--- src/pkg/mgt_pkg.sv ---
/*
  Constants of the startup sequencer and gate turn-off block: register offsets,
  field positions, reset values and the startup timing figures.
  Assumes a 50 MHz system clock and a word-aligned plain register port.
*/
package mgt_pkg;

  // ---------------------------------------------------------------
  // Clock and timing figures.
  // ---------------------------------------------------------------
  localparam int CLK_HZ = 50000000;            // System clock rate in hertz.
  localparam int CYC_PER_MS = CLK_HZ / 1000;   // Cycles in one millisecond.
  localparam int CYC_PER_US = CLK_HZ / 1000000; // Cycles in one microsecond.
  localparam int MS_W = 10;                    // Width of the millisecond counter.

  localparam logic [MS_W-1:0] T_AUX_REG_MS = 10'd20;      // Aux regulator on.
  localparam logic [MS_W-1:0] T_INIT_START_MS = 10'd22;   // Init started.
  localparam logic [MS_W-1:0] T_INIT_DONE_SLOW_MS = 10'd69; // Init done, normal speed.
  localparam logic [MS_W-1:0] T_INIT_DONE_FAST_MS = 10'd47; // Init done, fast speed.
  localparam logic [MS_W-1:0] T_FULL_SCAN_SLOW_MS = 10'd164; // Full scan, normal speed.
  localparam logic [MS_W-1:0] T_FULL_SCAN_FAST_MS = 10'd97;  // Full scan, fast speed.
  localparam logic [MS_W-1:0] T_SWITCH_SLOW_MS = 10'd282; // Switches on, normal speed.
  localparam logic [MS_W-1:0] T_SWITCH_FAST_MS = 10'd283; // Switches on, fast speed.
  localparam logic [MS_W-1:0] T_EVAL_PERIOD_MS = 10'd250; // Switch decision period.

  localparam int PULSE_MIN_US = 100;           // Shortest pulsing window in microseconds.
  localparam int PULSE_MAX_US = 200;           // Longest pulsing window in microseconds.
  localparam int PULSE_CYC = PULSE_MIN_US * CYC_PER_US; // Window in cycles, at the shortest length.

  // ---------------------------------------------------------------
  // Register map.
  // ---------------------------------------------------------------
  localparam int ADDR_W = 8;                   // Register address width.
  localparam logic [ADDR_W-1:0] OFS_CONTROL = 8'h00; // Control register.
  localparam logic [ADDR_W-1:0] OFS_ROUTE = 8'h04;   // Alert routing mask.
  localparam logic [ADDR_W-1:0] OFS_STATUS = 8'h08;  // Progress flags and state.

  // Control register fields.
  localparam int CTL_FAST_BIT = 0;     // fast_conversion_select.
  localparam int CTL_AUTO_BIT = 1;     // autonomous_switch_control.
  localparam int CTL_AUXREG_BIT = 2;   // Auto power of first_aux_regulator.
  localparam int CTL_CHG_OFF_BIT = 3;  // Charge switch turn-off command.
  localparam int CTL_DIS_OFF_BIT = 4;  // Discharge switch turn-off command.
  localparam int CTL_SHUT_BIT = 5;     // Write one to return to shutdown.
  localparam int CTL_W = 5;            // Stored control bits.
  localparam logic [CTL_W-1:0] CTL_RESET = 5'h06; // Auto switching and aux regulator on.

  // Flag positions, shared by the routing mask and the status register.
  localparam int FLG_INIT_START = 0;   // init_started_flag.
  localparam int FLG_INIT_DONE = 1;    // init_complete_flag.
  localparam int FLG_VSCAN = 2;        // voltage_scan_done_flag.
  localparam int FLG_FULL = 3;         // full_scan_done_flag.
  localparam int FLG_W = 4;            // Number of progress flags.
  localparam logic [FLG_W-1:0] ROUTE_RESET = 4'h0; // No flag routed after reset.

  // Status register fields above the flags.
  localparam int STS_STATE_LSB = 4;    // Two-bit sequencer state.
  localparam int STS_CHG_BIT = 6;      // Charge switch on.
  localparam int STS_DIS_BIT = 7;      // Discharge switch on.
  localparam int STS_AUX_BIT = 8;      // Aux regulator on.

  // Sequencer states.
  typedef enum logic [1:0] {MGT_SHUTDOWN, MGT_STARTUP, MGT_NORMAL} mgt_state_e;

  // Discharge driver turn-off states.
  typedef enum logic [1:0] {MGT_DIS_ON, MGT_DIS_PULSE, MGT_DIS_HIZ} mgt_dis_e;

endpackage

--- src/hdl/mgt_tick.sv ---
/*
  Millisecond tick generator for the startup sequencer.
  Assumes one clock; the count restarts from zero whenever run is low.
*/
`timescale 1ns/1ps
module mgt_tick #(
  parameter int CYC_PER_TICK = 50000
) (
  input wire logic clk,
  input wire logic rst_b,
  input wire logic run,
  output logic tick
);

  // Cycle counter, wide enough for the default and shortened periods.
  logic [31:0] cyc;

  // ---------------------------------------------------------------
  // Divider.
  // ---------------------------------------------------------------
  // Counts cycles while running and pulses tick for one cycle per period.
  always_ff @(posedge clk or negedge rst_b) begin
    if (!rst_b) begin
      cyc <= 32'h0;
      tick <= 1'b0;
    end else if (!run) begin
      // Stopped: the next period starts clean on the next run.
      cyc <= 32'h0;
      tick <= 1'b0;
    end else if (cyc == 32'(CYC_PER_TICK - 1)) begin
      cyc <= 32'h0;
      tick <= 1'b1;
    end else begin
      cyc <= cyc + 32'h1;
      tick <= 1'b0;
    end
  end

endmodule

--- src/hdl/mgt_top.sv ---
/*
  Startup sequencer and gate turn-off control of a battery monitor.
  Assumes inputs synchronous to SYS_CLK, comparator inputs from the analog
  gate driver, and a plain register port with read data one cycle later.
*/
`timescale 1ns/1ps
module mgt_top
  import mgt_pkg::*;
#(
  parameter int CYC_PER_MS_P = mgt_pkg::CYC_PER_MS,
  parameter int PULSE_CYC_P = mgt_pkg::PULSE_CYC
) (
  input wire logic SYS_CLK,
  input wire logic RST_B,
  input wire logic [mgt_pkg::ADDR_W-1:0] REG_ADDR,
  input wire logic [31:0] REG_WDATA,
  input wire logic REG_WR,
  input wire logic REG_RD,
  output logic [31:0] REG_RDATA,
  input wire logic SECOND_THERMISTOR_PIN,
  input wire logic LOAD_DETECT_PIN,
  input wire logic DISCHARGE_GATE_BELOW_LOAD,
  input wire logic DISCHARGE_GATE_NEAR_LOAD,
  output logic FIRST_AUX_REGULATOR_ON,
  output logic ALERT,
  output logic CHARGE_GATE_DRIVE_ON,
  output logic CHARGE_GATE_CLAMP,
  output logic DISCHARGE_GATE_DRIVE_ON,
  output logic DISCHARGE_GATE_PULL_LOW,
  output logic DISCHARGE_GATE_HIZ
);

  // ---------------------------------------------------------------
  // Declarations.
  // ---------------------------------------------------------------
  mgt_state_e state;            // Sequencer state.
  mgt_dis_e dis_state;          // Discharge driver turn-off state.
  logic [CTL_W-1:0] ctl;        // Stored control bits.
  logic [FLG_W-1:0] route;      // Flags routed to the alert output.
  logic [FLG_W-1:0] flags;      // Sticky progress flags.
  logic [MS_W-1:0] ms_cnt;      // Milliseconds since wakeup, saturating.
  logic [MS_W-1:0] eval_cnt;    // Milliseconds to the next switch decision.
  logic [15:0] pulse_cnt;       // Cycles left in the pulsing window.
  logic ms_tick;                // One-cycle pulse per millisecond.
  logic wake_req;               // A wakeup condition is present.
  logic shut_req;               // Software asks for shutdown.
  logic at_ms;                  // A tick that lands on the next millisecond.
  logic [MS_W-1:0] next_ms;     // Millisecond count after this tick.
  logic eval_evt;               // Switch decision instant.
  logic chg_on;                 // Charge switch enabled.
  logic dis_on;                 // Discharge switch enabled.
  logic dis_on_d;               // Discharge switch enable one cycle ago.
  logic ctl_wr;                 // Write to the control register.
  logic sts_wr;                 // Write to the status register.

  // Selects the timing figure for the conversion speed in use.
  function automatic logic [MS_W-1:0] pick_ms(input logic fast,
                                              input logic [MS_W-1:0] t_slow,
                                              input logic [MS_W-1:0] t_fast);
    pick_ms = fast ? t_fast : t_slow;
  endfunction

  // ---------------------------------------------------------------
  // Millisecond time base.
  // ---------------------------------------------------------------
  // The divider only runs while awake, so time zero is the wakeup.
  mgt_tick #(
    .CYC_PER_TICK(CYC_PER_MS_P)
  ) u_tick (
    .clk(SYS_CLK),
    .rst_b(RST_B),
    .run(state != MGT_SHUTDOWN),
    .tick(ms_tick)
  );

  // Wakeup from the thermistor pin pulled low or the load pin pulled up.
  assign wake_req = !SECOND_THERMISTOR_PIN || LOAD_DETECT_PIN;
  assign shut_req = REG_WR && (REG_ADDR == OFS_CONTROL) && REG_WDATA[CTL_SHUT_BIT];
  assign ctl_wr = REG_WR && (REG_ADDR == OFS_CONTROL);
  assign sts_wr = REG_WR && (REG_ADDR == OFS_STATUS);
  assign next_ms = (ms_cnt == {MS_W{1'b1}}) ? ms_cnt : ms_cnt + 10'h001;
  assign at_ms = ms_tick && (state != MGT_SHUTDOWN);
  // A decision is taken only when the period counter expires in normal mode.
  assign eval_evt = at_ms && (state == MGT_NORMAL) && (eval_cnt == 10'h001);

  // Counts milliseconds from the wakeup; restarts at each wakeup.
  always_ff @(posedge SYS_CLK or negedge RST_B) begin
    if (!RST_B) begin
      ms_cnt <= 10'h000;
    end else if (state == MGT_SHUTDOWN) begin
      ms_cnt <= 10'h000;
    end else if (at_ms) begin
      ms_cnt <= next_ms;
    end
  end

  // ---------------------------------------------------------------
  // Sequencer.
  // ---------------------------------------------------------------
  // Shutdown, startup scans, then normal mode at the full scan.
  always_ff @(posedge SYS_CLK or negedge RST_B) begin
    if (!RST_B) begin
      state <= MGT_SHUTDOWN;
    end else if (shut_req) begin
      // Software shutdown wins over every other step.
      state <= MGT_SHUTDOWN;
    end else begin
      case (state)
        MGT_SHUTDOWN: begin
          if (wake_req) begin
            state <= MGT_STARTUP;
          end
        end
        MGT_STARTUP: begin
          // Normal mode begins once the full scan is done.
          if (at_ms && next_ms == pick_ms(ctl[CTL_FAST_BIT], T_FULL_SCAN_SLOW_MS,
                                          T_FULL_SCAN_FAST_MS)) begin
            state <= MGT_NORMAL;
          end
        end
        MGT_NORMAL: begin
          state <= MGT_NORMAL;
        end
        default: begin
          state <= MGT_SHUTDOWN;
        end
      endcase
    end
  end

  // Sets the progress flags at their instants; set wins over a clear.
  always_ff @(posedge SYS_CLK or negedge RST_B) begin
    if (!RST_B) begin
      flags <= {FLG_W{1'b0}};
    end else if (state == MGT_SHUTDOWN) begin
      flags <= {FLG_W{1'b0}};
    end else begin
      // Write one to a status flag bit clears it.
      if (sts_wr) begin
        flags <= flags & ~REG_WDATA[FLG_W-1:0];
      end
      if (at_ms && next_ms == T_INIT_START_MS) begin
        flags[FLG_INIT_START] <= 1'b1;
      end
      if (at_ms && next_ms == pick_ms(ctl[CTL_FAST_BIT], T_INIT_DONE_SLOW_MS,
                                      T_INIT_DONE_FAST_MS)) begin
        flags[FLG_INIT_DONE] <= 1'b1;
        flags[FLG_VSCAN] <= 1'b1;
      end
      if (at_ms && next_ms == pick_ms(ctl[CTL_FAST_BIT], T_FULL_SCAN_SLOW_MS,
                                      T_FULL_SCAN_FAST_MS)) begin
        flags[FLG_FULL] <= 1'b1;
      end
    end
  end

  // Powers the aux regulator at its instant when configured.
  always_ff @(posedge SYS_CLK or negedge RST_B) begin
    if (!RST_B) begin
      FIRST_AUX_REGULATOR_ON <= 1'b0;
    end else if (state == MGT_SHUTDOWN) begin
      FIRST_AUX_REGULATOR_ON <= 1'b0;
    end else if (at_ms && next_ms == T_AUX_REG_MS && ctl[CTL_AUXREG_BIT]) begin
      FIRST_AUX_REGULATOR_ON <= 1'b1;
    end
  end

  // Drives the alert with the routed flags only.
  always_ff @(posedge SYS_CLK or negedge RST_B) begin
    if (!RST_B) begin
      ALERT <= 1'b0;
    end else begin
      ALERT <= |(flags & route);
    end
  end

  // ---------------------------------------------------------------
  // Switch decision.
  // ---------------------------------------------------------------
  // Loads the first decision delay at normal entry, then the 250 ms period.
  always_ff @(posedge SYS_CLK or negedge RST_B) begin
    if (!RST_B) begin
      eval_cnt <= 10'h000;
    end else if (state == MGT_STARTUP) begin
      // The first decision lands at the documented switch-on instant.
      eval_cnt <= pick_ms(ctl[CTL_FAST_BIT], T_SWITCH_SLOW_MS - T_FULL_SCAN_SLOW_MS,
                          T_SWITCH_FAST_MS - T_FULL_SCAN_FAST_MS);
    end else if (eval_evt) begin
      eval_cnt <= T_EVAL_PERIOD_MS;
    end else if (at_ms && state == MGT_NORMAL) begin
      eval_cnt <= eval_cnt - 10'h001;
    end
  end

  // Turns switches on at a decision; an off command turns them off at once.
  always_ff @(posedge SYS_CLK or negedge RST_B) begin
    if (!RST_B) begin
      chg_on <= 1'b0;
      dis_on <= 1'b0;
    end else if (state != MGT_NORMAL) begin
      chg_on <= 1'b0;
      dis_on <= 1'b0;
    end else begin
      if (ctl[CTL_CHG_OFF_BIT]) begin
        chg_on <= 1'b0;
      end else if (eval_evt && ctl[CTL_AUTO_BIT]) begin
        chg_on <= 1'b1;
      end
      if (ctl[CTL_DIS_OFF_BIT]) begin
        dis_on <= 1'b0;
      end else if (eval_evt && ctl[CTL_AUTO_BIT]) begin
        dis_on <= 1'b1;
      end
    end
  end

  // Charge driver: pump while on, clamp to the stack supply while off.
  always_ff @(posedge SYS_CLK or negedge RST_B) begin
    if (!RST_B) begin
      CHARGE_GATE_DRIVE_ON <= 1'b0;
      CHARGE_GATE_CLAMP <= 1'b1;
    end else begin
      CHARGE_GATE_DRIVE_ON <= chg_on;
      CHARGE_GATE_CLAMP <= !chg_on;
    end
  end

  // ---------------------------------------------------------------
  // Discharge driver turn-off.
  // ---------------------------------------------------------------
  // Remembers the previous enable; no logic reads it for the turn-off edge.
  always_ff @(posedge SYS_CLK or negedge RST_B) begin
    if (!RST_B) begin
      dis_on_d <= 1'b0;
    end else begin
      dis_on_d <= dis_on;
    end
  end

  // Pulses against the load level for the window, then parks high impedance.
  always_ff @(posedge SYS_CLK or negedge RST_B) begin
    if (!RST_B) begin
      dis_state <= MGT_DIS_HIZ;
      pulse_cnt <= 16'h0000;
    end else begin
      case (dis_state)
        MGT_DIS_ON: begin
          if (!dis_on) begin
            dis_state <= MGT_DIS_PULSE;
            pulse_cnt <= 16'(PULSE_CYC_P);
          end
        end
        MGT_DIS_PULSE: begin
          if (dis_on) begin
            dis_state <= MGT_DIS_ON;
          end else if (pulse_cnt != 16'h0000) begin
            pulse_cnt <= pulse_cnt - 16'h0001;
          end else if (DISCHARGE_GATE_NEAR_LOAD) begin
            // Past the window and settled near the load level.
            dis_state <= MGT_DIS_HIZ;
          end
        end
        MGT_DIS_HIZ: begin
          if (dis_on) begin
            dis_state <= MGT_DIS_ON;
          end
        end
        default: begin
          dis_state <= MGT_DIS_HIZ;
        end
      endcase
    end
  end

  // Pull low only while pulsing and the gate sits above the load level.
  always_ff @(posedge SYS_CLK or negedge RST_B) begin
    if (!RST_B) begin
      DISCHARGE_GATE_DRIVE_ON <= 1'b0;
      DISCHARGE_GATE_PULL_LOW <= 1'b0;
      DISCHARGE_GATE_HIZ <= 1'b1;
    end else begin
      DISCHARGE_GATE_DRIVE_ON <= (dis_state == MGT_DIS_ON) && dis_on;
      DISCHARGE_GATE_PULL_LOW <= (dis_state == MGT_DIS_PULSE) && !dis_on
                                 && !DISCHARGE_GATE_BELOW_LOAD;
      DISCHARGE_GATE_HIZ <= (dis_state == MGT_DIS_HIZ) && !dis_on;
    end
  end

  // ---------------------------------------------------------------
  // Register port.
  // ---------------------------------------------------------------
  // Stores control bits; the shutdown bit is a strobe and is not kept.
  always_ff @(posedge SYS_CLK or negedge RST_B) begin
    if (!RST_B) begin
      ctl <= CTL_RESET;
      route <= ROUTE_RESET;
    end else begin
      if (ctl_wr) begin
        ctl <= REG_WDATA[CTL_W-1:0];
      end
      if (REG_WR && REG_ADDR == OFS_ROUTE) begin
        route <= REG_WDATA[FLG_W-1:0];
      end
    end
  end

  // Returns read data in the cycle after the read strobe and only there.
  always_ff @(posedge SYS_CLK or negedge RST_B) begin
    if (!RST_B) begin
      REG_RDATA <= 32'h0000_0000;
    end else if (!REG_RD) begin
      REG_RDATA <= 32'h0000_0000;
    end else begin
      case (REG_ADDR)
        OFS_CONTROL: REG_RDATA <= {27'h0, ctl};
        OFS_ROUTE: REG_RDATA <= {28'h0, route};
        OFS_STATUS: REG_RDATA <= {23'h0, FIRST_AUX_REGULATOR_ON, dis_on, chg_on,
                                  state, flags};
        default: REG_RDATA <= 32'h0000_0000;
      endcase
    end
  end

  // ---------------------------------------------------------------
  // Checks.
  // ---------------------------------------------------------------
  chk_wake_entry: assert property (
    @(posedge SYS_CLK) disable iff (!RST_B)
    (state == MGT_SHUTDOWN && wake_req && !shut_req) |=> (state == MGT_STARTUP && ms_cnt == 0))
    else $error("Wakeup did not start the sequence.");

  chk_normal_entry: assert property (
    @(posedge SYS_CLK) disable iff (!RST_B)
    (state == MGT_NORMAL && $past(state) == MGT_STARTUP) |-> flags[FLG_FULL]
      && (ms_cnt == pick_ms(ctl[CTL_FAST_BIT], T_FULL_SCAN_SLOW_MS, T_FULL_SCAN_FAST_MS)))
    else $error("Normal mode entered before the full scan.");

  chk_aux_time: assert property (
    @(posedge SYS_CLK) disable iff (!RST_B)
    $rose(FIRST_AUX_REGULATOR_ON) |-> (ms_cnt == T_AUX_REG_MS))
    else $error("Aux regulator came on at the wrong time.");

  chk_init_start: assert property (
    @(posedge SYS_CLK) disable iff (!RST_B)
    $rose(flags[FLG_INIT_START]) |-> (ms_cnt == T_INIT_START_MS))
    else $error("Init-started flag at the wrong time.");

  chk_init_pair: assert property (
    @(posedge SYS_CLK) disable iff (!RST_B)
    $rose(flags[FLG_INIT_DONE]) |-> flags[FLG_VSCAN]
      && (ms_cnt == pick_ms(ctl[CTL_FAST_BIT], T_INIT_DONE_SLOW_MS, T_INIT_DONE_FAST_MS)))
    else $error("Init-done flags not set together on time.");

  chk_full_scan: assert property (
    @(posedge SYS_CLK) disable iff (!RST_B)
    $rose(flags[FLG_FULL]) |-> (ms_cnt ==
      pick_ms(ctl[CTL_FAST_BIT], T_FULL_SCAN_SLOW_MS, T_FULL_SCAN_FAST_MS)))
    else $error("Full-scan flag at the wrong time.");

  chk_switch_decide: assert property (
    @(posedge SYS_CLK) disable iff (!RST_B)
    $rose(chg_on) |-> $past(eval_evt) && $past(ctl[CTL_AUTO_BIT]))
    else $error("Charge switch came on outside a decision.");

  chk_eval_period: assert property (
    @(posedge SYS_CLK) disable iff (!RST_B)
    eval_evt |=> (eval_cnt == T_EVAL_PERIOD_MS))
    else $error("Decision period not reloaded.");

  chk_first_switch: assert property (
    @(posedge SYS_CLK) disable iff (!RST_B)
    ($rose(dis_on) && ms_cnt < T_SWITCH_FAST_MS + 10'h001) |->
      (ms_cnt == pick_ms(ctl[CTL_FAST_BIT], T_SWITCH_SLOW_MS, T_SWITCH_FAST_MS)))
    else $error("First switch-on at the wrong time.");

  chk_charge_clamp: assert property (
    @(posedge SYS_CLK) disable iff (!RST_B)
    $fell(chg_on) |=> CHARGE_GATE_CLAMP && !CHARGE_GATE_DRIVE_ON)
    else $error("Charge clamp not closed after turn-off.");

  chk_pull_stop: assert property (
    @(posedge SYS_CLK) disable iff (!RST_B)
    (dis_state == MGT_DIS_PULSE && !dis_on && DISCHARGE_GATE_BELOW_LOAD) |=>
      !DISCHARGE_GATE_PULL_LOW)
    else $error("Discharge pull not halted below the load level.");

  chk_pull_resume: assert property (
    @(posedge SYS_CLK) disable iff (!RST_B)
    (dis_state == MGT_DIS_PULSE && !dis_on && !DISCHARGE_GATE_BELOW_LOAD) |=>
      DISCHARGE_GATE_PULL_LOW)
    else $error("Discharge pull not resumed above the load level.");

  chk_hiz_window: assert property (
    @(posedge SYS_CLK) disable iff (!RST_B)
    (dis_state == MGT_DIS_HIZ && $past(dis_state) == MGT_DIS_PULSE) |->
      $past(pulse_cnt) == 16'h0000 && $past(DISCHARGE_GATE_NEAR_LOAD))
    else $error("High impedance entered early or away from the load level.");

  chk_alert_route: assert property (
    @(posedge SYS_CLK) disable iff (!RST_B)
    ALERT |-> |($past(flags) & $past(route)))
    else $error("Alert raised by an unrouted flag.");

endmodule

--- config.mk ---
export PLATFORM = sky130hd
export DESIGN_NAME = mgt_top
export DESIGN_NICKNAME = d
export VERILOG_FILES = /design/src/pkg/mgt_pkg.sv /design/src/hdl/mgt_tick.sv /design/src/hdl/mgt_top.sv
export SDC_FILE = /design/constraint.sdc
export NUM_CORES = 1
export LEC_CHECK = 0
export ABC_AREA = 1
export CAP_MARGIN = 20
export CORE_MARGIN = 4
export CORE_UTILIZATION = 44
export CTS_CLUSTER_DIAMETER = 80
export DETAILED_ROUTE_END_ITERATION = 10
export DONT_BUFFER_PORTS = 1
export PLACE_DENSITY = 0.6
export REMOVE_ABC_BUFFERS = 1
export SYNTH_ARGS = -nofsm -noshare
export SYNTH_HDL_FRONTEND = slang
export SYNTH_HIERARCHICAL = 1
export SYNTH_SLANG_ARGS = --single-unit
--- constraint.sdc ---
create_clock -name SYS_CLK -period 2.44 [get_ports SYS_CLK]
set_clock_uncertainty 0.05 [all_clocks]
set_input_delay 0.244 -clock SYS_CLK [delete_from_list [all_inputs] [get_ports SYS_CLK]]
set_output_delay 0.244 -clock SYS_CLK [all_outputs]
set_load 0.01 [all_outputs]
# Word level (Yosys, flattened, before mapping)
# Cells that the tools add are included.
[word_totals]
in_bits = 48
mem_bits_ro = 0
output_inout_bits = 39
mem_bits_rw = 0
latch_bits = 0
mem_count = 0
regBits = 127
[classes]
eq_ne = 22
multipliers = 0
n_div = 0
addsub = 4
bitwise_logic = 3
magnitude_cmp = 0
shift = 0
mux = 41
n_reduce_logical = 40
[ops]
columns = ["cell", "count"]
rows = [
  ["2-to-1 mux 32 bit", 2],
  ["2-to-1 mux 10 bit", 6],
  ["2-to-1 mux 16 bit", 3],
  ["adder 32 x 1 -> 32 bit (second input constant)", 1],
  ["== test 32 x 16 -> 1 bit (second input constant)", 1],
  ["case mux 16 bit (2 select lines)", 1],
  ["case mux 9 bit (3 select lines)", 1],
  ["== test 10 x 5 -> 1 bit (second input constant)", 2],
  ["2-to-1 mux 2 bit", 9],
  ["nonzero test 3 bit", 6],
  ["logical AND 1 bit", 17],
  ["2-to-1 mux 8 bit", 2],
  ["nonzero test 16 bit", 1],
  ["subtractor 16 x 1 -> 16 bit (second input constant)", 1],
  ["inequality test 3 bit (second input constant)", 4],
  ["case mux 2 bit (3 select lines)", 2],
  ["2-to-1 mux 1 bit", 11],
  ["adder 10 x 1 -> 10 bit (second input constant)", 1],
  ["== test 10 x 1 -> 1 bit (second input constant)", 1],
  ["== test 10 bit (second input constant)", 1],
  ["== test 10 x 7 -> 1 bit", 1],
  ["== test 10 x 8 -> 1 bit", 1],
  ["inequality test 2 bit (second input constant)", 5],
  ["subtractor 10 x 1 -> 10 bit (second input constant)", 1],
  ["other kinds (17)", 29],
]

# Logic depth before layout (Yosys ltp)
# Gate-level depths: netlist of run 1.
[depth]
word_depth = 8
ltp_mapped = 15
ltp_nobuf = 15

# Cells and area by module
# Netlist of run 1, hierarchy kept.
[by_module_without_submodules]
columns = ["mod", "instances", "cells_per_inst", "area_each_um2"]
rows = [
  ["mgt_top", 1, 520, 4076.4],
  ["mgt_tick", 1, 313, 2067.0],
]

# Least setup slack after synthesis of run 1
# OpenSTA, ideal clock, no wires.
[synth_timing]
path_type = "flip-flop to flip-flop"
start = "register ms_cnt[0]"
end = "register flags[2]"
setup_time_ps = 118
setup_slack_ps = 553
synth_period_minus_slack_ps = 1887
n_path_buf = 1
required_ps = 2272
path_stages_with_launch = 15
arrival_time_ps = 1720
path_cell_list = "dfrtp_1 ha_1 nand2_2 nor2_4 nand3_4 buf_6 nand2_1 nor2_1 nand3_2 nor2_2 nand3_2 nand2_2 inv_2 nand2_1 nand2_1"
[synth_between]
elab_chain_len = 6
word_cells_on_any_way = 8
cone_classes = "add/sub: 1; eq/ne: 2; mux: 3; reduce/logical: 2"
[synth_rtl]
columns = ["item", "line_no", "source"]
rows = [
  ["start: declaration", "mgt_top.sv:41", "logic [MS_W-1:0] ms_cnt;"],
  ["start signal: assignment", "mgt_top.sv:93", "ms_cnt <= next_ms;"],
  ["adder 10 x 1 -> 10 bit or == test 10 bit (tied branches)", "mgt_top.sv:81", "assign next_ms = (ms_cnt == {MS_W{1'b1}}) ? ms_cnt : ms_cnt + 10'h001;"],
  ["2-to-1 mux 10 bit (*)", "mgt_top.sv:81", ""],
  ["== test 10 x 7 -> 1 bit (*)", "mgt_top.sv:145", "if (at_ms && next_ms == pick_ms(ctl[CTL_FAST_BIT], T_INIT_DONE_SLOW_MS,"],
  ["logical AND 1 bit (*)", "mgt_top.sv:145", ""],
  ["2-to-1 mux 2 bit", "mgt_top.sv:145", ""],
  ["2-to-1 mux 4 bit", "mgt_top.sv:135", "end else if (state == MGT_SHUTDOWN) begin"],
  ["end signal: assignment", "mgt_top.sv:134", "flags <= {FLG_W{1'b0}};"],
  ["end signal: assignment", "mgt_top.sv:136", "flags <= {FLG_W{1'b0}};"],
  ["end signal: assignment", "mgt_top.sv:140", "flags <= flags & ~REG_WDATA[FLG_W-1:0];"],
  ["end: declaration", "mgt_top.sv:40", "logic [FLG_W-1:0] flags;"],
]
# Mark *: on every way between the ends. The rest lies on a longest branch, timed or not.
# A chain may end at the register's enable or synchronous reset.

# Worst setup path in the final report of run 1
# Same ends and word-level chain as after synthesis.

==> results of run 1 <==
-- worst register-to-register path: stages (launching register included) --
cell and delay [ns]:
sky130_fd_sc_hd__dfrtp_2 0.41, sky130_fd_sc_hd__ha_1 0.22, sky130_fd_sc_hd__nand2_2 0.12, sky130_fd_sc_hd__nor2_4 0.18, sky130_fd_sc_hd__nand3_4 0.21, sky130_fd_sc_hd__nand2_2 0.16
sky130_fd_sc_hd__nand2_1 0.08, sky130_fd_sc_hd__nor2_1 0.12, sky130_fd_sc_hd__nand2_1 0.08, sky130_fd_sc_hd__nor2_2 0.09, sky130_fd_sc_hd__nand3_2 0.11, sky130_fd_sc_hd__nand2_2 0.10
sky130_fd_sc_hd__inv_2 0.04, sky130_fd_sc_hd__nand2_1 0.05, sky130_fd_sc_hd__nand2_1 0.05
-- power by group through the flow --
stage / combinational (mW) / sequential (mW) / clock, mW
finish: 0.742 / 1.91 / 1.37
global route: 0.854 / 1.92 / 1.49
CTS: 0.755 / 1.91 / 1.42
detailed placement: 0.746 / 1.94 / 0
global placement: 0.735 / 1.94 / 0
floorplan: 0.560 / 1.92 / 0
-- cell type report --
| type | count | area, um^2 | share of cell area, % |
|---|---|---|---|
| Clock buffer | 12 | 246 | 3.72 |
| Clock inverter | 4 | 28.8 | 0.435 |
| Inverter | 110 | 413 | 6.24 |
| Multi-Input combinational cell | 613 | 3000 | 45.4 |
| Sequential cell | 104 | 2610 | 39.4 |
| Timing Repair Buffer | 11 | 97.6 | 1.47 |
| Tap cell | 176 | 220 | 3.33 |
-- repair_timing --
item | 4_1_cts | 5_1_grt
endpoints found under the hold margin | 110 | 104
gates resized for setup | 0 | 1
endpoints found under the setup margin | 0 | 1
-- sequential cells by signal (all words and copies together), names as in the netlist, 2 cells and up --
| register | cells |
|---|---|
| ms_cnt | 10 |
| state | 2 |
| dis_state | 2 |
| ctl | 5 |
| u_tick/cyc | 32 |
| eval_cnt | 10 |
| route | 4 |
| flags | 4 |
| REG_RDATA | 9 |
| pulse_cnt | 16 |
-- cells in the mapped netlist (all sizes together) (2+ instances only) --
cell type and instances:
o31ai 3, nand2 235, nand3 60, nor3 8, dfrtp 99, inv 109, nand3b 3, dfstp 5
xnor2 6, o32ai 2, nor4 4, nor3b 3, a21oi 11, nor2 160, o22ai 9, nand4 14
o221ai 4, clkbuf 2, buf 26, xor2 19, o21ai 35, ha 8
-- cells by family after synthesis --
group,after synthesis,synth area share (%)
buf+inv,138,10.0
flops,104,42.5
xor+xnor,25,3.56
simple gates,489,35.9
compound gates,68,6.40
other cells,1,0.0610
fa+ha+maj,8,1.63
-- worst max path at each step --
stage                     slack, ns  endpoint  cells after the start       from
after global placement         0.31  flags[2]                     14  ms_cnt[0]
after global routing           0.05  flags[2]                     14  ms_cnt[1]
after detailed placement       0.25  flags[2]                     14  ms_cnt[0]
after floorplan                0.55  flags[2]                     14  ms_cnt[0]
final                          0.28  flags[2]                     14  ms_cnt[0]
after CTS                      0.22  flags[2]                     14  ms_cnt[0]
-- per-layer routing --
metal | GRT usage [%] | vias to the layer above
li1 | - | 2615
met1 | 25.2 | 2402
met2 | 29.4 | 106
met3 | 3.77 | 19
met4 | 5.30 | 0
met5 | 0 | -
-- through the flow --
| stage | cells | setup slack [ns] |
|---|---|---|
| floorplan | 827 | 0.546 |
| global placement | 1008 | 0.307 |
| detailed placement | 1008 | 0.247 |
| CTS | 1030 | 0.224 |
| global route | 1030 | 0.0539 |
| finish | 1030 | 0.276 |
==> impl_table.tex, run 1 <==
\begin{tabular}{lr}
\hline
Metric & Value \\
\hline
\multicolumn{2}{l}{\textbf{Global route}} \\
\quad Total global routing overflow & 0 \\
\quad Via count of the first global-routing pass & 4994 \\
\quad Maximum number of pins on one net before global-route repair & 105 \\
\quad Number of antenna violations at the first check in global routing & 0 \\
\quad Global-route wire length before repair & 24000 um \\
\quad Overall fraction of global-route tracks in use & 18.3\% \\
\multicolumn{2}{l}{\textbf{Pwr}} \\
\quad Share of total power in combinational logic & 18.5\% \\
\quad Internal power & 2.77 mW \\
\quad Worst vdd rail ir drop & 0.538 mV \\
\quad Seq pwr share & 47.5\% \\
\quad Clock network fraction of design power & 34.0\% \\
\quad P\_leak & 3.15 nW \\
\quad Reported net switching power & 1.25 mW \\
\quad Final Power & 4.02 mW \\
\quad Switching part of the total & 31.1\% \\
\quad Total power per unit cell area & 607 mW/mm\^{}2 \\
\multicolumn{2}{l}{\textbf{CTS}} \\
\quad Latest clock arrival within the worst-skew pair & 0.35 ns \\
\quad Number of hold buffers added after cts & 6 \\
\quad Clock-pin slew reported for the worst setup and hold paths after clock tree synthesis & 0.07 ns \\
\quad Number of buffers inserted by post-CTS setup repair & 0 \\
\quad H-Tree Level Count & 3 \\
\quad CTS tree & done \\
\quad Root buffer selected by CTS & sky130\_fd\_sc\_hd\_\_clkbuf\_16 \\
\quad Clk sinks & 104 \\
\quad Total CTS buffers & 9 \\
\quad Maximum buffer depth of the clock tree & 2 \\
\multicolumn{2}{l}{\textbf{Cells and area}} \\
\quad Fraction of layout cells with a size suffix above 1 & 9.95\% \\
\quad Area Growth Syn to Fin & 7.74\% \\
\quad Most common cell after layout, fill and taps aside & sky130\_fd\_sc\_hd\_\_nand2\_1 \\
\quad Final antenna diode count & 0 \\
\quad Core utilization of the finished layout & 49.2\% \\
\quad FILL cells & 1397 \\
\quad Leading cell types in the layout, fill and taps excluded & 215 x sky130\_fd\_sc\_hd\_\_nand2\_1, 137 x sky130\_fd\_sc\_hd\_\_nor2\_1, 103 x sky130\_fd\_sc\_hd\_\_inv\_1 \\
\quad \# nets final & 905 \\
\quad Post-layout instance area & 0.00662 mm\^{}2 \\
\multicolumn{2}{l}{\textbf{Placed design}} \\
\quad IO Port Bufs & 0 \\
\quad Detailed-placement wirelength estimate & 10600 um \\
\quad Final estimated routing congestion in global placement & 0.910 \\
\quad Cell Area, Placed & 0.00628 mm\^{}2 \\
\multicolumn{2}{l}{\textbf{Route}} \\
\quad Met3 wire length & 612 um \\
\quad Aggregate routed wire length & 14000 um \\
\quad Highest metal used & met4 \\
\quad Total via count after detailed routing & 5142 \\
\quad Post-route met1 wirelength & 6640 um \\
\quad Ratio of routed vias to standard cells & 4.99 \\
\quad Pre-antenna DRT Iters & 5 \\
\quad Initial detailed-routing violation count & 308 \\
\quad Average wire per cell in the routed design & 13.6 um \\
\quad Antenna-violating nets left & 0 \\
\quad Residual DRC count & 0 \\
\quad Routed wl met2 & 6480 um \\
\multicolumn{2}{l}{\textbf{Critical path}} \\
\quad Crit path capture type & flip-flop \\
\quad Startpoint kind of the worst setup timing path & flip-flop \\
\quad Data arrival time of the worst path & 2.36 ns \\
\quad Classification of the worst setup path & reg -> reg \\
\quad Worst reg2reg path endpoint & flags[2] \\
\quad Ordered list of cells on the worst path & ha\_1 -> nand2\_2 -> nor2\_4 -> nand3\_4 -> nand2\_2 -> nand2\_1 -> nor2\_1 -> nand2\_1 -> nor2\_2 -> nand3\_2 -> nand2\_2 -> inv\_2 -> nand2\_1 -> nand2\_1 \\
\quad R2R depth & 14 \\
\quad Stage delay of the slowest cell on the critical path & 0.41 ns \\
\quad Family with the most delay on the worst path & simple AND/OR/NAND/NOR gates \\
\quad Critical-path top delay cell & sky130\_fd\_sc\_hd\_\_dfrtp\_2 \\
\quad Top fanout value on the critical path & 14 \\
\quad Count of buffering cells on the critical path with inverters included & 1 \\
\quad Required time reported for the critical path endpoint & 2.63 ns \\
\quad Startpoint of the lowest-slack register-to-register path & ms\_cnt[0] \\
\quad Worst reg-to-reg setup slack & 0.28 ns \\
\quad Most Frequent Cell on Critical Path & sky130\_fd\_sc\_hd\_\_nand2\_1 \\
\multicolumn{2}{l}{\textbf{Timing}} \\
\quad Post-layout min period & 2.16 ns \\
\quad Fraction of the cycle the final worst path needs & 88.7\% \\
\quad Max transition margin & 61.1\% \\
\quad Final worst hold slack & -0.459 ns \\
\quad Number of endpoints with negative hold slack in the final report & 104 \\
\quad Sum of negative setup slack & 0 ns \\
\quad Least-Margin Pin Slew & 0.582 ns \\
\quad Max Fclk & 0.462 GHz \\
\quad Number of slew-limit violations in the final report & 0 \\
\quad Unrepaired setup endpoints after global routing & no \\
\quad Final setup violation count & 0 \\
\multicolumn{2}{l}{\textbf{Die}} \\
\quad Horizontal die dimension & 126 um \\
\quad Full die area & 0.0159 mm\^{}2 \\
\quad Vertical die dimension & 126 um \\
\quad Number of placed I/O pins & 87 \\
\quad Effective utilization at floorplan & 45.7\% \\
\quad Placeable core region & 0.0135 mm\^{}2 \\
\quad Number of cell rows & 42 \\
\multicolumn{2}{l}{\textbf{Yosys}} \\
\quad Cell taking the most area after synthesis & sky130\_fd\_sc\_hd\_\_dfrtp\_1 \\
\quad Yosys warns & 6 \\
\quad Average size of a mapped cell & 7.38 um\^{}2 \\
\quad FFs w/ async S/R, synth & 100\% \\
\quad Sequential cell area fraction in the yosys report & 42.5\% \\
\quad Cell types with the largest area share after synthesis & sky130\_fd\_sc\_hd\_\_dfrtp\_1 40\%, sky130\_fd\_sc\_hd\_\_nand2\_1 13\%, sky130\_fd\_sc\_hd\_\_nor2\_1 8.4\%, sky130\_fd\_sc\_hd\_\_inv\_1 6.3\%, sky130\_fd\_sc\_hd\_\_nand3\_1 4.4\% \\
\quad Flip-flop cell with the highest count after synthesis & sky130\_fd\_sc\_hd\_\_dfrtp\_1 \\
\quad Post-Syn Area & 0.00614 mm\^{}2 \\
\quad Number of enable flip-flop cells after synthesis & 0 \\
\quad Proportion of netlist area held by the largest area contributor & 40.3\% \\
\quad Post-synthesis instance total & 833 \\
\quad Number of distinct library cells after synthesis & 42 \\
\quad \#FFs+latches synth & 104 \\
\multicolumn{2}{l}{\textbf{Run}} \\
\quad Max-cap violations & 0 \\
\multicolumn{2}{l}{\textbf{Worst hold path}} \\
\quad Hold crit path type & in -> async \\
\multicolumn{2}{l}{\textbf{Run status}} \\
\quad Status & complete, but fails checks \\
\quad Violations in the final reports & hold timing \\
\hline
\end{tabular}
Note: power is estimated with default switching activity, not from simulation.
==> run 2: changes to the inputs <==
--- a/config.mk
+++ b/config.mk
@@ -7,13 +7,14 @@
 export LEC_CHECK = 0
 export ABC_AREA = 1
 export CAP_MARGIN = 20
-export CORE_MARGIN = 4
-export CORE_UTILIZATION = 44
+export CORE_MARGIN = 2
+export CORE_UTILIZATION = 39
 export CTS_CLUSTER_DIAMETER = 80
 export DETAILED_ROUTE_END_ITERATION = 10
 export DONT_BUFFER_PORTS = 1
-export PLACE_DENSITY = 0.6
+export PLACE_DENSITY = 0.54
 export REMOVE_ABC_BUFFERS = 1
+export SLEW_MARGIN = 20
 export SYNTH_ARGS = -nofsm -noshare
 export SYNTH_HDL_FRONTEND = slang
 export SYNTH_HIERARCHICAL = 1
==> run 2 against run 1 <==
Compared with the run above: the flow still finishes with violations (hold timing); routed wire length up 1.5%; clock-buffer cell count down 1; die area up 5.4%; sequential share of layout area down 0.22 points; global-route usage up 0.36 points; flip-flop and latch count unchanged; critical path type unchanged; largest cell class unchanged.
==> impl_table.tex, run 2 (same netlist as run 1, synthesis figures left out) <==
\begin{tabular}{lr}
\hline
Metric & Value \\
\hline
\multicolumn{2}{l}{\textbf{Pwr}} \\
\quad P\_leak & 3.14 nW (-0.33\%) \\
\quad Total power per unit cell area & 604 mW/mm\^{}2 (-0.59\%) \\
\quad Worst vdd rail ir drop & 0.366 mV (-32\%) \\
\multicolumn{2}{l}{\textbf{Die}} \\
\quad Horizontal die dimension & 130 um (+2.7\%) \\
\quad Number of cell rows & 45 (+7.1\%) \\
\quad Placeable core region & 0.0153 mm\^{}2 (+14\%) \\
\quad Effective utilization at floorplan & 40.1\% (-5.6 points) \\
\quad Vertical die dimension & 130 um (+2.7\%) \\
\quad Number of placed I/O pins & 87 (unchanged) \\
\quad Full die area & 0.0168 mm\^{}2 (+5.4\%) \\
\multicolumn{2}{l}{\textbf{Global route}} \\
\quad Total global routing overflow & 0 (unchanged) \\
\quad Maximum number of pins on one net before global-route repair & 105 (unchanged) \\
\quad Number of antenna violations at the first check in global routing & 0 (unchanged) \\
\quad Via count of the first global-routing pass & 5000 (+0.12\%) \\
\quad Global-route wire length before repair & 24600 um (+2.5\%) \\
\quad Overall fraction of global-route tracks in use & 18.7\% (+0.36 points) \\
\multicolumn{2}{l}{\textbf{CTS}} \\
\quad Total CTS buffers & 9 (unchanged) \\
\quad Latest clock arrival within the worst-skew pair & 0.36 ns (about the same) \\
\quad Maximum buffer depth of the clock tree & 2 (unchanged) \\
\quad Number of cells upsized or downsized after cts & 0 (unchanged) \\
\quad Number of hold buffers added after cts & 7 (+1) \\
\quad Root buffer selected by CTS & sky130\_fd\_sc\_hd\_\_clkbuf\_16 \\
\quad H-Tree Level Count & 3 (unchanged) \\
\quad CTS tree & done \\
\quad Clk sinks & 104 (unchanged) \\
\quad Clock-pin slew reported for the worst setup and hold paths after clock tree synthesis & 0.07 ns (about the same) \\
\multicolumn{2}{l}{\textbf{Cells and area}} \\
\quad \# nets final & 905 (unchanged) \\
\quad Biggest registers after layout & u\_tick/cyc: 32 flops, pulse\_cnt: 16 flops \\
\quad Area Growth Syn to Fin & 8.29\% \\
\quad Max FFs per register & 32 (unchanged) \\
\quad Leading cell types in the layout, fill and taps excluded & 215 x sky130\_fd\_sc\_hd\_\_nand2\_1, 137 x sky130\_fd\_sc\_hd\_\_nor2\_1, 103 x sky130\_fd\_sc\_hd\_\_inv\_1 \\
\quad Fraction of layout cells with a size suffix above 1 & 9.61\% (-0.34 points) \\
\quad Register ranked first by flip-flop count & u\_tick/cyc \\
\quad Final standard cell count with taps included and fillers excluded & 1064 (+3.3\%) \\
\quad Most common cell after layout, fill and taps aside & sky130\_fd\_sc\_hd\_\_nand2\_1 \\
\quad Core utilization of the finished layout & 43.4\% (-5.8 points) \\
\quad Final antenna diode count & 0 (unchanged) \\
\multicolumn{2}{l}{\textbf{Route}} \\
\quad Initial detailed-routing violation count & 306 (-0.65\%) \\
\quad Ratio of routed vias to standard cells & 4.76 (-4.7\%) \\
\quad Residual DRC count & 0 (unchanged) \\
\quad Aggregate routed wire length & 14200 um (+1.5\%) \\
\quad Antenna-violating nets left & 0 (unchanged) \\
\quad Pre-antenna DRT Iters & 5 (unchanged) \\
\quad Average wire per cell in the routed design & 13.3 um (-1.7\%) \\
\quad Total via count after detailed routing & 5062 (-1.6\%) \\
\multicolumn{2}{l}{\textbf{Critical path}} \\
\quad Top fanout value on the critical path & 12 (-2) \\
\quad Crit path capture type & flip-flop \\
\quad Data arrival time of the worst path & 2.40 ns (+0.04 ns) \\
\quad Classification of the worst setup path & reg -> reg \\
\quad Startpoint kind of the worst setup timing path & flip-flop \\
\quad Required time reported for the critical path endpoint & 2.66 ns (+0.03 ns) \\
\multicolumn{2}{l}{\textbf{Timing}} \\
\quad Fraction of the cycle the final worst path needs & 89.7\% (+0.99 points) \\
\quad Max Fclk & 0.457 GHz (-1.1\%) \\
\quad Max transition margin & 50.7\% (-10 points) \\
\quad Final worst hold slack & -0.467 ns (-0.00831 ns) \\
\quad Post-layout min period & 2.19 ns (+0.0241 ns) \\
\quad Sum of negative setup slack & 0 ns (unchanged) \\
\quad Unrepaired setup endpoints after global routing & no \\
\quad Least-Margin Pin Slew & 0.720 ns (+0.139 ns) \\
\quad Number of slew-limit violations in the final report & 0 (unchanged) \\
\quad Number of endpoints with negative hold slack in the final report & 104 (unchanged) \\
\quad Final setup violation count & 0 (unchanged) \\
\multicolumn{2}{l}{\textbf{Placed design}} \\
\quad Final estimated routing congestion in global placement & 0.851 (-6.5\%) \\
\quad Placed cell count & 1042 (+3.4\%) \\
\quad IO Port Bufs & 0 (unchanged) \\
\quad Detailed-placement wirelength estimate & 10600 um (-0.13\%) \\
\multicolumn{2}{l}{\textbf{Run status}} \\
\quad Violations in the final reports & hold timing \\
\quad Status & complete, but fails checks \\
\multicolumn{2}{l}{\textbf{Worst hold path}} \\
\quad Hold crit path type & in -> async \\
\multicolumn{2}{l}{\textbf{Run}} \\
\quad Max-cap violations & 0 (unchanged) \\
\hline
\end{tabular}
## run 2: cell types whose count changed in the layout (fill, tap and decap cells not counted)
cell and delta:
sky130_fd_sc_hd__clkbuf_8 -1, sky130_fd_sc_hd__clkinvlp_4 +1, sky130_fd_sc_hd__buf_4 -1, sky130_fd_sc_hd__dfrtp_2 -1, sky130_fd_sc_hd__dfrtp_1 +1, sky130_fd_sc_hd__dlygate4sd3_1 +1, sky130_fd_sc_hd__clkinv_2 -1
## run 2: repair_timing
action,in CTS,in global routing
hold endpoints to repair,112,104
setup endpoints to repair,0,0
buffers inserted,0,0
## run 2: routing by layer
layer  vias up  wire length, um  global-route usage [%]
li1       2619                -                       -
met4         0              155                    4.87
met2        99             6360                    29.0
met1      2328             7080                    26.0
met5         -                0                       0
met3        16              571                    4.79
## run 2: through the flow
stage	setup WS (ns)	total power, mW	instance area, um^2
2_1_floorplan	0.546	2.48	6020
3_3_place_gp	0.287	2.70	6320
3_5_place_dp	0.281	2.70	6320
4_1_cts	0.259	4.08	6650
5_1_grt	0.0398	4.27	6650
6_report	0.252	4.02	6650
## run 2: critical path, stage by stage (launching register included)
cell	delay [ns]
sky130_fd_sc_hd__dfrtp_1	0.37
sky130_fd_sc_hd__inv_1	0.11
sky130_fd_sc_hd__ha_1	0.31
sky130_fd_sc_hd__nor2_2	0.29
sky130_fd_sc_hd__nand2_1	0.17
sky130_fd_sc_hd__nand2_1	0.35
sky130_fd_sc_hd__nand2_1	0.11
sky130_fd_sc_hd__xor2_1	0.15
sky130_fd_sc_hd__o21ai_0	0.19
## run 2: where the power goes
part           internal (mW)  switching (mW)
combinational          0.224           0.533
clock                  0.691           0.657
sequential              1.82          0.0880
## run 2: area by class of cell
| cell class | instances | area (um^2) |
|---|---|---|
| timing repair buffer | 11 | 100 |
| clock inverter | 4 | 31.3 |
| inverter | 110 | 413 |
| tap | 211 | 264 |
| fill | 1616 | 8660 |
| multi-input combinational | 613 | 3000 |
| sequential | 104 | 2610 |
| clock buffer | 11 | 233 |
## run 2: path summary, 6_finish.rpt
check                              from              endpoint  slack [ns]  depth (start not counted)
max                            state[0]           eval_cnt[2]        0.25                          8
min                               RST_B         u_tick/cyc[9]       -0.47                          0
max reg2reg                    state[0]           eval_cnt[2]        0.25                          8
min reg2reg                      chg_on  CHARGE_GATE_DRIVE_ON        0.33                          0
max in group asynchronous         RST_B                ctl[1]        2.59                          0
min in group SYS_CLK       REG_WDATA[3]              route[3]        0.02                          2
